**src/tone_pkg.sv**
```systemverilog
// constants shared by the buzzer tone generator: register map, field layout,
// reset values and divider geometry.
// assumes one 8-bit register port on the instruction-cycle clock.
package tone_pkg;

  // register addresses on the 8-bit register port
  localparam logic [7:0] TONE_CONTROL_ADDR = 8'hDC; // enable and divider select
  localparam logic [7:0] TONE_STATUS_ADDR = 8'hDD; // read-only live state

  // field positions inside the control register
  localparam int ENABLE_POS = 7; // tone output enable
  localparam int SELECT_HI_POS = 6; // divider select, upper bit
  localparam int SELECT_LO_POS = 5; // divider select, lower bit

  // field positions inside the status register
  localparam int STATUS_TONE_POS = 0; // current tone level
  localparam int STATUS_PIN_POS = 1; // synchronised pin level

  // values after reset
  localparam logic ENABLE_RESET = 1'h0; // tone off
  localparam logic [1:0] SELECT_RESET = 2'h0; // divide by 256
  localparam logic [7:0] RDATA_RESET = 8'h00; // read data idle value

  // divider geometry: select 0 divides by 2**8, each step doubles
  localparam int DIV_BASE_LOG2 = 8; // 256 cycles per tone period
  localparam int COUNT_WIDTH = 11; // enough for 2048
  localparam logic [3:0] TONE_LSB_INDEX = 4'h7; // half period of 256 is bit 7
  localparam logic [COUNT_WIDTH-1:0] COUNT_RESET = 11'h000; // divider cleared

endpackage
```
**src/buzzer_tone_generator.sv**
```systemverilog
// buzzer tone generator: divides the instruction-cycle clock and drives a
// square wave onto a pin shared with general-purpose I/O.
// assumes clk is the instruction-cycle clock, rst synchronous active high,
// and the port logic supplies its own drive level and direction on this clock.
//
// Our own choice: the strobed register port.
`timescale 1ns/1ps
module buzzer_tone_generator #(
  parameter int COUNT_W = tone_pkg::COUNT_WIDTH // divider counter width
) (
  input wire logic clk,
  input wire logic rst,
  input wire logic [7:0] reg_addr, // register address
  input wire logic [7:0] reg_wdata, // register write data
  input wire logic reg_write, // one-cycle write strobe
  input wire logic reg_read, // one-cycle read strobe
  output logic [7:0] reg_rdata, // read data, cycle after the strobe
  input wire logic gpio_drive_level, // level the port would drive
  input wire logic gpio_drive_enable, // high when the port is in output mode
  output logic gpio_pin_level, // synchronised pin level back to the port
  input wire logic shared_port_pin_in, // pad input
  output logic shared_port_pin_out, // pad output level
  output logic shared_port_pin_oe_n // pad output enable, low drives
);

  // control register state
  logic tone_output_enable; // bit 7
  logic [1:0] tone_divider_select; // bits 6:5
  logic next_tone_output_enable;
  logic [1:0] next_tone_divider_select;

  // divider state
  logic [COUNT_W-1:0] count; // free-running while enabled
  logic [COUNT_W-1:0] next_count;
  logic [3:0] tone_index; // counter bit that carries the tone
  logic tone_output; // current square-wave level
  logic [COUNT_W-1:0] low_mask; // bits below the tone bit

  // pad and synchroniser state
  logic pin_sync_first; // read only by pin_sync_second
  logic pin_sync_second; // safe to use
  logic next_pin_out;
  logic next_pin_oe_n;
  logic next_gpio_pin_level;
  logic [7:0] next_rdata;

  // register next values: writes only land on the control address
  always_comb begin
    next_tone_output_enable = tone_output_enable;
    next_tone_divider_select = tone_divider_select;
    if (reg_write && reg_addr == tone_pkg::TONE_CONTROL_ADDR) begin
      next_tone_output_enable = reg_wdata[tone_pkg::ENABLE_POS];
      next_tone_divider_select = reg_wdata[tone_pkg::SELECT_HI_POS:tone_pkg::SELECT_LO_POS];
    end
  end

  // control register flops
  always_ff @(posedge clk) begin
    if (rst) begin
      tone_output_enable <= tone_pkg::ENABLE_RESET;
      tone_divider_select <= tone_pkg::SELECT_RESET;
    end else begin
      tone_output_enable <= next_tone_output_enable;
      tone_divider_select <= next_tone_divider_select;
    end
  end

  // tone bit selection: bit k of a binary counter toggles every 2**k cycles,
  // so bit 7+select gives a period of 256 << select with equal halves
  always_comb begin
    tone_index = tone_pkg::TONE_LSB_INDEX + {2'h0, tone_divider_select};
    tone_output = count[tone_index];
    low_mask = COUNT_W'((11'h001 << tone_index) - 11'h001);
  end

  // divider next value: held at zero while off so each tone starts low
  always_comb begin
    if (tone_output_enable) begin
      next_count = COUNT_W'(count + 11'h001);
    end else begin
      next_count = COUNT_W'(tone_pkg::COUNT_RESET);
    end
  end

  // divider flops
  always_ff @(posedge clk) begin
    if (rst) begin
      count <= COUNT_W'(tone_pkg::COUNT_RESET);
    end else begin
      count <= next_count;
    end
  end

  // pad mux and read data next values
  always_comb begin
    // tone owns the pad while enabled, else the port's own setting comes back
    if (tone_output_enable) begin
      next_pin_out = tone_output;
      next_pin_oe_n = 1'h0;
      next_gpio_pin_level = gpio_pin_level; // port input isolated, holds last
    end else begin
      next_pin_out = gpio_drive_level;
      next_pin_oe_n = ~gpio_drive_enable;
      next_gpio_pin_level = pin_sync_second;
    end
    // read data stands for exactly one cycle after the strobe
    next_rdata = tone_pkg::RDATA_RESET;
    if (reg_read) begin
      unique case (reg_addr)
        tone_pkg::TONE_CONTROL_ADDR: begin
          next_rdata[tone_pkg::ENABLE_POS] = tone_output_enable;
          next_rdata[tone_pkg::SELECT_HI_POS:tone_pkg::SELECT_LO_POS] = tone_divider_select;
        end
        tone_pkg::TONE_STATUS_ADDR: begin
          next_rdata[tone_pkg::STATUS_TONE_POS] = tone_output;
          next_rdata[tone_pkg::STATUS_PIN_POS] = pin_sync_second;
        end
        // unmapped addresses read as zero
        default: begin
          next_rdata = tone_pkg::RDATA_RESET;
        end
      endcase
    end
  end

  // pad, synchroniser and read data flops
  always_ff @(posedge clk) begin
    if (rst) begin
      pin_sync_first <= 1'h0;
      pin_sync_second <= 1'h0;
      shared_port_pin_out <= 1'h0;
      shared_port_pin_oe_n <= 1'h1; // released until the port decides
      gpio_pin_level <= 1'h0;
      reg_rdata <= tone_pkg::RDATA_RESET;
    end else begin
      pin_sync_first <= shared_port_pin_in;
      pin_sync_second <= pin_sync_first;
      shared_port_pin_out <= next_pin_out;
      shared_port_pin_oe_n <= next_pin_oe_n;
      gpio_pin_level <= next_gpio_pin_level;
      reg_rdata <= next_rdata;
    end
  end
endmodule

```
**config.mk**
```make
export PLATFORM = sky130hd
export DESIGN_NAME = buzzer_tone_generator
export DESIGN_NICKNAME = d
export VERILOG_FILES = /design/src/tone_pkg.sv /design/src/buzzer_tone_generator.sv
export SDC_FILE = /design/constraint.sdc
export NUM_CORES = 1
export LEC_CHECK = 0
export BUFFER_PORTS_ARGS = -buffer_cell sky130_fd_sc_hd__buf_2
export CORE_UTILIZATION = 45
export DETAILED_ROUTE_END_ITERATION = 12
export PLACE_DENSITY = 0.81
export SLEW_MARGIN = 20
export SYNTH_ARGS = -nofsm -noshare
export SYNTH_HDL_FRONTEND = slang
export SYNTH_SLANG_ARGS = --single-unit
```
**constraint.sdc**
```tcl
create_clock -name clk -period 2.2 [get_ports clk]
set_input_delay 0.33 -clock clk [delete_from_list [all_inputs] [get_ports clk]]
set_output_delay 0.33 -clock clk [all_outputs]
set_load 0.005 [all_outputs]
```
* After elaboration in Yosys (flattened, before gate mapping)
Cells that the tools add are included.
W data, S select, Z words.
** Cells by class
- Mux-type cells :: 4
- Add/subtract/negate cells :: 2
- Magnitude comparators :: 1
- Eq/ne operators :: 2
- Reduce and logical (&&, ||, !) cells :: 4
- Bitwise gates (word level) :: 5
** Operator list (count)
- $eq A8 B8 Y1 const B :: 2
- $add A11 B1 Y11 const B :: 1
- $reduce_or A3 Y1 :: 2
- $lt A4 B5 Y1 const B :: 1
- $not A1 Y1 :: 5
- $add A3 B2 Y4 const A :: 1
- $bmux W1 S4 :: 1
- $mux W1 :: 3
- $reduce_or A2 Y1 :: 1
- $logic_and A1 B1 Y1 :: 1
** Storage, ports and cells
- Logic and storage cells :: 29
- Register bits after elaboration :: 27
- Input bits :: 23

* Longest topological paths before layout
Gate-level depths: netlist of run 1.
- Depth after elaboration :: 4
- Depth in mapped cells :: 5
- Gate-level depth less buffers :: 5

* Worst setup path after synthesis of run 1
OpenSTA, ideal clock, no wires.
- Path kind :: reg2reg
- Start :: register tone_divider_select[0]
- End :: register reg_rdata[0]
- Data required time :: 2.097 ns
- Clock period less this slack :: 1.597 ns
- Stages on the path, launching flop included :: 6
- Library setup time :: 0.103 ns
- Setup slack :: 0.603 ns
- Arrival :: 1.493 ns
- Path through :: dfxtp_1 inv_1 ha_1 mux2i_1 a211o_1 a2111oi_2
** On the way
- Word-level cells in the longest chain between the ends :: 3
** Ends and longest elaborated chain
- start, declared :: RTL line buzzer_tone_generator.sv:28 : logic [1:0] tone_divider_select;
- start signal, assigned :: RTL line buzzer_tone_generator.sv:61 : tone_divider_select <= tone_pkg::SELECT_RESET;
- start signal, assigned :: RTL line buzzer_tone_generator.sv:64 : tone_divider_select <= next_tone_divider_select;
- $add A3 B2 Y4 :: RTL line buzzer_tone_generator.sv:71 : tone_index = tone_pkg::TONE_LSB_INDEX + {2'h0, tone_divider_select};
- $bmux W1 S4 :: RTL line buzzer_tone_generator.sv:72 : tone_output = count[tone_index];
- $mux W1 (implied by the code) :: RTL line buzzer_tone_generator.sv:72
- end signal, assigned :: RTL line buzzer_tone_generator.sv:134 : reg_rdata <= tone_pkg::RDATA_RESET;
- end signal, assigned :: RTL line buzzer_tone_generator.sv:141 : reg_rdata <= next_rdata;
- end, declared :: RTL line buzzer_tone_generator.sv:17 : output logic [7:0] reg_rdata,
Every way passes these cells. The select of a mux whose other input is x is not followed.
A chain may end at the register's enable or synchronous reset.

* Worst setup path after layout of run 1
Same ends and word-level chain as after synthesis.

==> run metrics, run 1 <==
status complete, no violations; Synth warnings 0; clock tree buffer depth 2; pre-CTS setup slack 496 ps; Syn Std Cell Area 1020 um2; fmax 581 MHz; WHS 192 ps; Design Power 0.705 mW; Hold Path Sink shared_port_pin_oe_n; Clock transition at path regs 120 ps; r2r setup slk 480 ps; Overflow after GRT 0; core area 2040 um2; R2R cell count 5; Die Span X 49.7 um; Rows 16; vias in the first global route 786; initial antenna violation count 0; routed via count 882; depth of the CTS H-tree 1; CTS buffer count 3; clock sinks 24; Setup CP Type reg2reg; setup TNS 0 ps; Worst VDD drop 0.504 mV; Max-Cap Viols 0; Final Net Count 161; CP Launch Type register; layout cell share with drive strength beyond 1 0.237; fillers 197; Crit. End Element register; post-CTS setup buffer count 0; GRT Util Overall 0.172; LEAKAGE 0.443 nW; top post-synthesis cells by area dfxtp_1, a21oi_1, o31ai_1, nand4_1, inv_1; post-synth cell types 32; Synth Register Bits 24; Die Y 49.7 um; number of synthesized flops with an enable pin 0; Final WS setup 478 ps; Max Transition Viols Final 0; most frequent cells in the layout buf_2, dfxtp_1, a21oi_1; final setup fails 0; final wirelength 1910 um; RR Endpoint reg_rdata[0]; RePlAce Congestion 0.801; vias per cell 5.44; CP Max Fanout 5; FF-to-FF Start tone_divider_select[0]; post-synthesis sequential area ratio 0.469; Starting Density 0.501; DP Wirelength 1480 um; drt initial violations 16; area share of the largest cell type after synthesis 0.469; CTS tree yes; Hold Crit Class in2reg; hold_buf cts 0; Primary FF master, synth dfxtp_1; Root Driver clkbuf_4; DR pass1 iterations 4; unrepaired setup endpoints after global routing false; hold path depth 2; min Tclk post-route 1720 ps; Critical Path RT 2420 ps; Die Footprint 2470 um2; Yosys top cell by area dfxtp_1; clock latency at the later pin of the worst-skew pair 310 ps; Setup Skew 2.21 ps; Port-buffer cells 25; post-cts sizing count 0; global-route wire length before repair 3190 um; commonest non-fill, non-tap cell in the layout buf_2; synthesis-to-finish area growth 16.9%; diodes inserted 0; min-delay src gpio_drive_enable; DR WL/cell 11.8 um; Syn Inst Count 109; syn_area_per_cell 9.39 um2; crit path DAT 1950 ps; Remaining DRCs 0; CP startpoint tone_divider_select[0]; PD cells 590 nW/um2; Sequential cell area 480 um2; fin crit share 0.783; Top Ports 34; Final Hold Viols 0; number of routed nets with antenna violations 0; Multi-input gate area 494 um2; asr flop ratio synth 0; largest net degree at the start of global routing 14
## synthesized netlist by cell type, types with 3 or more instances
master	count
a21oi_1	10
and2_1	3
buf_4	3
dfxtp_1	24
inv_1	7
nand2_1	4
nand2b_1	3
nand3_1	4
nand4_1	5
nor2_1	7
nor2b_1	3
o21ai_0	3
o31ai_1	6
or4_1	3
## critical path: stages (launching register included)
cell and delay (ps):
dfxtp_1 420, inv_1 60, ha_1 340, mux2i_1 130
a211o_1 330, a2111oi_2 350
## final cells by class
| type | instances | share of cell area |
|---|---|---|
| Inverter | 7 | 0.0220 |
| Sequential cell | 24 | 0.402 |
| Tap cell | 27 | 0.0282 |
| Clock buffer | 4 | 0.0303 |
| Multi-Input combinational cell | 75 | 0.413 |
| Timing Repair Buffer | 25 | 0.105 |
## per-stage QoR
stage          std cells  instance area [um2]   util
6_report             162                 1200  0.586
4_1_cts              162                 1200  0.586
2_1_floorplan        111                 1030      -
3_3_place_gp         158                 1160  0.568
5_1_grt              162                 1200  0.586
3_5_place_dp         158                 1160  0.568
## flip-flops by register name, indices dropped and copies added, names as in the netlist
name and cells:
reg_rdata 5, shared_port_pin_oe_n 1, tone_output_enable 1, shared_port_pin_out 1, tone_divider_select 2, count 11, gpio_pin_level 1, pin_sync_second 1
pin_sync_first 1
## where the power goes
group          leakage (nW)  switching (mW)  internal (mW)
Sequential            0.194         0.00128          0.439
Combinational         0.228          0.0179         0.0186
Clock                0.0210           0.127          0.101
Total                 0.443           0.147          0.559
## logic make-up after synthesis
family,synth area share
other cells,0.00366
flops,0.469
fa+ha+maj,0.0244
simple gates,0.234
mux,0.0416
xor+xnor,0.0257
buf+inv,0.0550
compound gates,0.147
## how the worst max path moves through the flow
stage / cells past startpoint / endpoint / slack, ps
after floorplan: 5 / reg_rdata[0] / 600
after global routing: 5 / reg_rdata[0] / 330
after CTS: 5 / reg_rdata[0] / 470
after global placement: 5 / reg_rdata[0] / 520
final: 5 / reg_rdata[0] / 480
after detailed placement: 5 / reg_rdata[0] / 500
## metal layers
| layer | part of all wire | wire [um] | up-vias | track usage |
|---|---|---|---|---|
| met2 | 0.49 | 941 | 20 | 0.304 |
| li1 | - | - | 441 | - |
| met5 | 0 | 0 | - | 0 |
| met4 | 0.013 | 25 | 0 | 0.0429 |
| met3 | 0.056 | 106 | 5 | 0.0679 |
| met1 | 0.44 | 837 | 416 | 0.191 |
No activity file was read; power rests on OpenSTA's default activity.
==> run 2: changes to the inputs <==
clock period = 1.6 ns   (was 2.2 ns; I/O delays follow)
==> run 2 against run 1 <==
Power up 29%. Critical path depth shrank 1. Highest routed layer unchanged. Combinational power increased by 44%. Critical path type unchanged. Critical endpoint is now count[10]. Count of clock-buffer cells in the layout fell by 1. Non-clock buffer count increased by 5. Final cell count rose by 2.5%. Clock power rose by 10%.
==> run metrics, run 2 (synthesized netlist as in run 1, its figures left out) <==
LEAKAGE 0.463 nW; clock tree buffer depth 2; most frequent cells in the layout buf_2, dfxtp_1, a21oi_1; GRT Util Overall 0.184; CTS tree yes; Design Power 0.910 mW; fin crit share 0.962; Overflow after GRT 0; largest register by flop count count; Final WS setup 60.5 ps; synthesis-to-finish area growth 20.5%; depth of the CTS H-tree 1; Multi-input gate area 507 um2; DR pass1 iterations 4; CP Max Fanout 5; fmax 650 MHz; Final Net Count 166; Worst VDD drop 0.549 mV; Starting Density 0.501; unrepaired setup endpoints after global routing false; Hold Crit Class in2reg; fillers 196; hold path depth 2; Die Y 49.7 um; routed via count 947; Port-buffer cells 25; R2R cell count 4; Setup Skew 6.00 ps; final wirelength 2140 um; RePlAce Congestion 0.826; commonest non-fill, non-tap cell in the layout buf_2; CTS buffer count 3; Final Hold Viols 0; setup TNS 0 ps; pre-CTS setup slack -34.7 ps; Top Ports 34; Setup CP Type reg2reg; DR WL/cell 12.9 um; clock sinks 24; Root Driver clkbuf_4; Max-Cap Viols 0; crit path DAT 1780 ps; Die Span X 49.7 um; Rows 16; hold_buf cts 0; Sequential cell area 482 um2; diodes inserted 0; CP Launch Type register; clock latency at the later pin of the worst-skew pair 310 ps; number of routed nets with antenna violations 0; largest net degree at the start of global routing 13; layout cell share with drive strength beyond 1 0.273; Remaining DRCs 0; Clock transition at path regs 120 ps; status complete, no violations; core area 2040 um2; WHS 95.7 ps; min Tclk post-route 1540 ps; drt initial violations 26; final setup fails 0; Critical Path RT 1840 ps; Post-Layout Inst Area 1230 um2; placed cell areas 1180 um2; DP Wirelength 1550 um; Largest register FFs 11; largest registers count (11), reg_rdata (5), tone_divider_select (2); Max Transition Viols Final 0; Die Footprint 2470 um2; initial antenna violation count 0; PD cells 738 nW/um2; global-route wire length before repair 3450 um; Crit. End Element register; vias per cell 5.70; vias in the first global route 873
-- run 2: cell types whose count changed in the layout (fill, tap and decap cells not counted), sizes merged --
cell,previous run,this run
clkbuf,4,3
buf,25,30
-- run 2: metrics by stage --
| step | cells | utilization |
|---|---|---|
| floorplan | 111 | - |
| global placement | 161 | 0.579 |
| detailed placement | 161 | 0.579 |
| CTS | 164 | 0.596 |
| global route | 166 | 0.604 |
| finish | 166 | 0.604 |
-- run 2: final cells by class --
class,instances,share of cell area
clock buffers,3,0.0183
inverters,7,0.0213
multi-input cells,75,0.411
flip-flops and latches,24,0.390
well taps,27,0.0274
repair buffers,30,0.132
-- run 2: timing repair --
action / CTS / global route
pin swaps: 0 / 3
resized for setup: 1 / 1
buffers inserted: 0 / 2
endpoints found under the setup margin: 1 / 2
-- run 2: worst paths after layout --
path | start | end | slack (ps)
hold / removal | gpio_drive_enable | shared_port_pin_oe_n | 100
setup reg to reg | count[1] | count[10] | 60
hold reg to reg | pin_sync_first | pin_sync_second | 470
setup / recovery | count[1] | count[10] | 60
-- run 2: critical path, cell delays in order (launching register included) --
cell,delay [ps]
dfxtp_1,370
ha_1,220
nand4_1,200
or4_1,530
a21oi_1,160
-- run 2: report_power, final --
group | switching [mW] | internal, mW
clock network | 0.165 | 0.0880
logic | 0.0267 | 0.0259
registers | 0.00167 | 0.603
-- run 2: per-layer routing --
layer  GRT usage  routed length, um
met3      0.0278                112
met1       0.207                880
met2       0.342               1120
met4      0.0714                 32
met5           0                  0
==> run 3: changes to the inputs <==
ABC_AREA = 1   (was default)
==> run 3 against run 2 <==
Sequential cell count stayed put. Combinational power shrank 15%. Clock skew is 5.3 ps lower. Sequential power about the same. Setup slack better by 95 ps. Count of clock-buffer cells in the layout unchanged. Critical path depth grew 3. Die area grew 2.0%. Via count rose by 5.7%. First-iteration DRC count grew 23%. Critical path type unchanged.
==> run metrics, run 3 <==
Setup CP Type reg2reg; layout cell share with drive strength beyond 1 0.226; crit-path cells inv_1 > ha_1 > inv_1 > nand3_1 > nand3_1 > nand2_1 > a21oi_1; cell depth of the worst setup path 7; area share of the largest cell type after synthesis 0.460; DR pass1 iterations 4; Root Driver clkbuf_4; clock tree buffer depth 2; DP Wirelength 1620 um; CTS tree yes; CTS buffer count 3; Syn Inst Count 140; Die Y 50.2 um; Top Ports 34; WHS 73.8 ps; fillers 206; synthesis-to-finish area growth 18.9%; commonest non-fill, non-tap cell in the layout nand2_1; critical path's top delay family flip-flops; hold_buf cts 0; routed via count 1001; r2r setup slk 160 ps; setup TNS 0 ps; number of routed nets with antenna violations 0; Setup Skew 0.731 ps; status complete, no violations; unrepaired setup endpoints after global routing false; Multi-input gate area 474 um2; LEAKAGE 0.537 nW; Final Net Count 194; number of synthesized flops with an enable pin 0; RePlAce Congestion 0.800; Design Power 1.09 mW; diodes inserted 0; global-route wire length before repair 3340 um; DR WL/cell 10.6 um; CP Max Fanout 6; initial antenna violation count 0; fmax 692 MHz; Remaining DRCs 0; vias in the first global route 856; Crit. End Element register; most frequent cells in the layout nand2_1, buf_2, dfxtp_1; core area 2190 um2; post-synth cell types 21; Worst VDD drop 0.590 mV; final setup fails 0; syn_area_per_cell 7.46 um2; Max-Cap Viols 0; Yosys top cell by area dfxtp_1; CP Capture Point shared_port_pin_out; Syn Std Cell Area 1040 um2; min Tclk post-route 1440 ps; CP Launch Type register; Critical Path RT 1860 ps; fin crit share 0.903; clock sinks 24; largest net degree at the start of global routing 15; Hold Crit Class in2reg; RR Endpoint shared_port_pin_out; number of buffers and inverters on the critical path 2; Sequential cell area 480 um2; post-cts sizing count 0; placed cell count 192; placed cell areas 1190 um2; Largest register FFs 11; asr flop ratio synth 0; max incr delay on CP 420 ps; Synth Register Bits 24; crit path DAT 1710 ps; pre-CTS setup slack 218 ps; clock latency at the later pin of the worst-skew pair 320 ps; Synth warnings 0; R2R cell count 7; FF-to-FF Start tone_divider_select[0]; fin util 0.567; post-synthesis sequential area ratio 0.460; Port-buffer cells 25; Final Hold Viols 0; cell with the most instances after synthesis nand2_1; critical path's slowest cell dfxtp_1; vias per cell 5.11; Primary FF master, synth dfxtp_1; post-CTS setup buffer count 0; Overflow after GRT 0; Die Span X 50.2 um; Final Non-Filler Cells 196; Rows 17; PD cells 881 nW/um2; Starting Density 0.477; Post-Layout Inst Area 1240 um2; largest register by flop count count; GRT Util Overall 0.176; drt initial violations 32; commonest cells in the netlist nand2_1, dfxtp_1, nor2_1; Final WS setup 156 ps; top post-synthesis cells by area dfxtp_1, nand2_1, nor2_1, inv_1, nand3_1; CP startpoint tone_divider_select[0]; Max Transition Viols Final 0; largest registers count (11), reg_rdata (5), tone_divider_select (2); final wirelength 2080 um; depth of the CTS H-tree 1; Die Footprint 2520 um2; Clock transition at path regs 130 ps
[run 3: changes by cell type after synthesis, moves of 4 or more]
cell | before | now
nand2_1 | 4 | 26
inv_1 | 7 | 20
nor2_1 | 7 | 22
nand3_1 | 4 | 11
o31ai_1 | 6 | 0
o21ai_0 | 3 | 7
[run 3: cell families (layout without fill, tap and decap cells)]
family | Yosys count | in the layout | share of synthesized area
XOR/XNOR | 1 | 1 | 0.00838
AO/OA/AOI/OAI | 17 | 17 | 0.0874
AND/OR/NAND/NOR | 72 | 72 | 0.323
flip-flops | 24 | 24 | 0.460
other | 1 | 3 | 0.00359
buffers and inverters | 23 | 49 | 0.0934
adder cells (fa/ha/maj) | 2 | 2 | 0.0239
[run 3: area by class of cell]
cell class | count | area share
sequential | 24 | 0.387
tap | 28 | 0.0282
clock buffer | 3 | 0.0181
timing repair buffer | 25 | 0.101
clock inverter | 1 | 0.0242
inverter | 20 | 0.0604
multi-input combinational | 95 | 0.382
[run 3: worst min-delay path by stage]
stage | start | endpoint | slack [ps] | depth (start not counted)
floorplan | rst | pin_sync_first | 310 | 1
global placement | pin_sync_first | pin_sync_second | 390 | 2
detailed placement | pin_sync_first | pin_sync_second | 410 | 2
CTS | gpio_drive_enable | shared_port_pin_oe_n | 70 | 2
global route | gpio_drive_enable | shared_port_pin_oe_n | 90 | 2
finish | gpio_drive_enable | shared_port_pin_oe_n | 70 | 2
[run 3: worst reg2reg max path, delay by kind of cell (launching register included)]
kind | cells | cell delay (ps)
flip-flops | 1 | 420
AND/OR/NAND/NOR | 3 | 250
buffers and inverters | 2 | 220
AO/OA/AOI/OAI | 1 | 130
adder cells (fa/ha/maj) | 1 | 350
[run 3: per-layer routing]
metal / up-vias / track usage / wire [um]
met5: - / 0 / 0
met3: 7 / 0.0364 / 80
met4: 0 / 0.110 / 53
li1: 494 / - / -
met2: 32 / 0.300 / 1070
met1: 468 / 0.199 / 879
[run 3: report_power, final]
| part | switching [mW] | internal [mW] |
|---|---|---|
| registers | 0.00147 | 0.604 |
| logic | 0.0225 | 0.0221 |
| clock network | 0.191 | 0.254 |
| total | 0.215 | 0.879 |
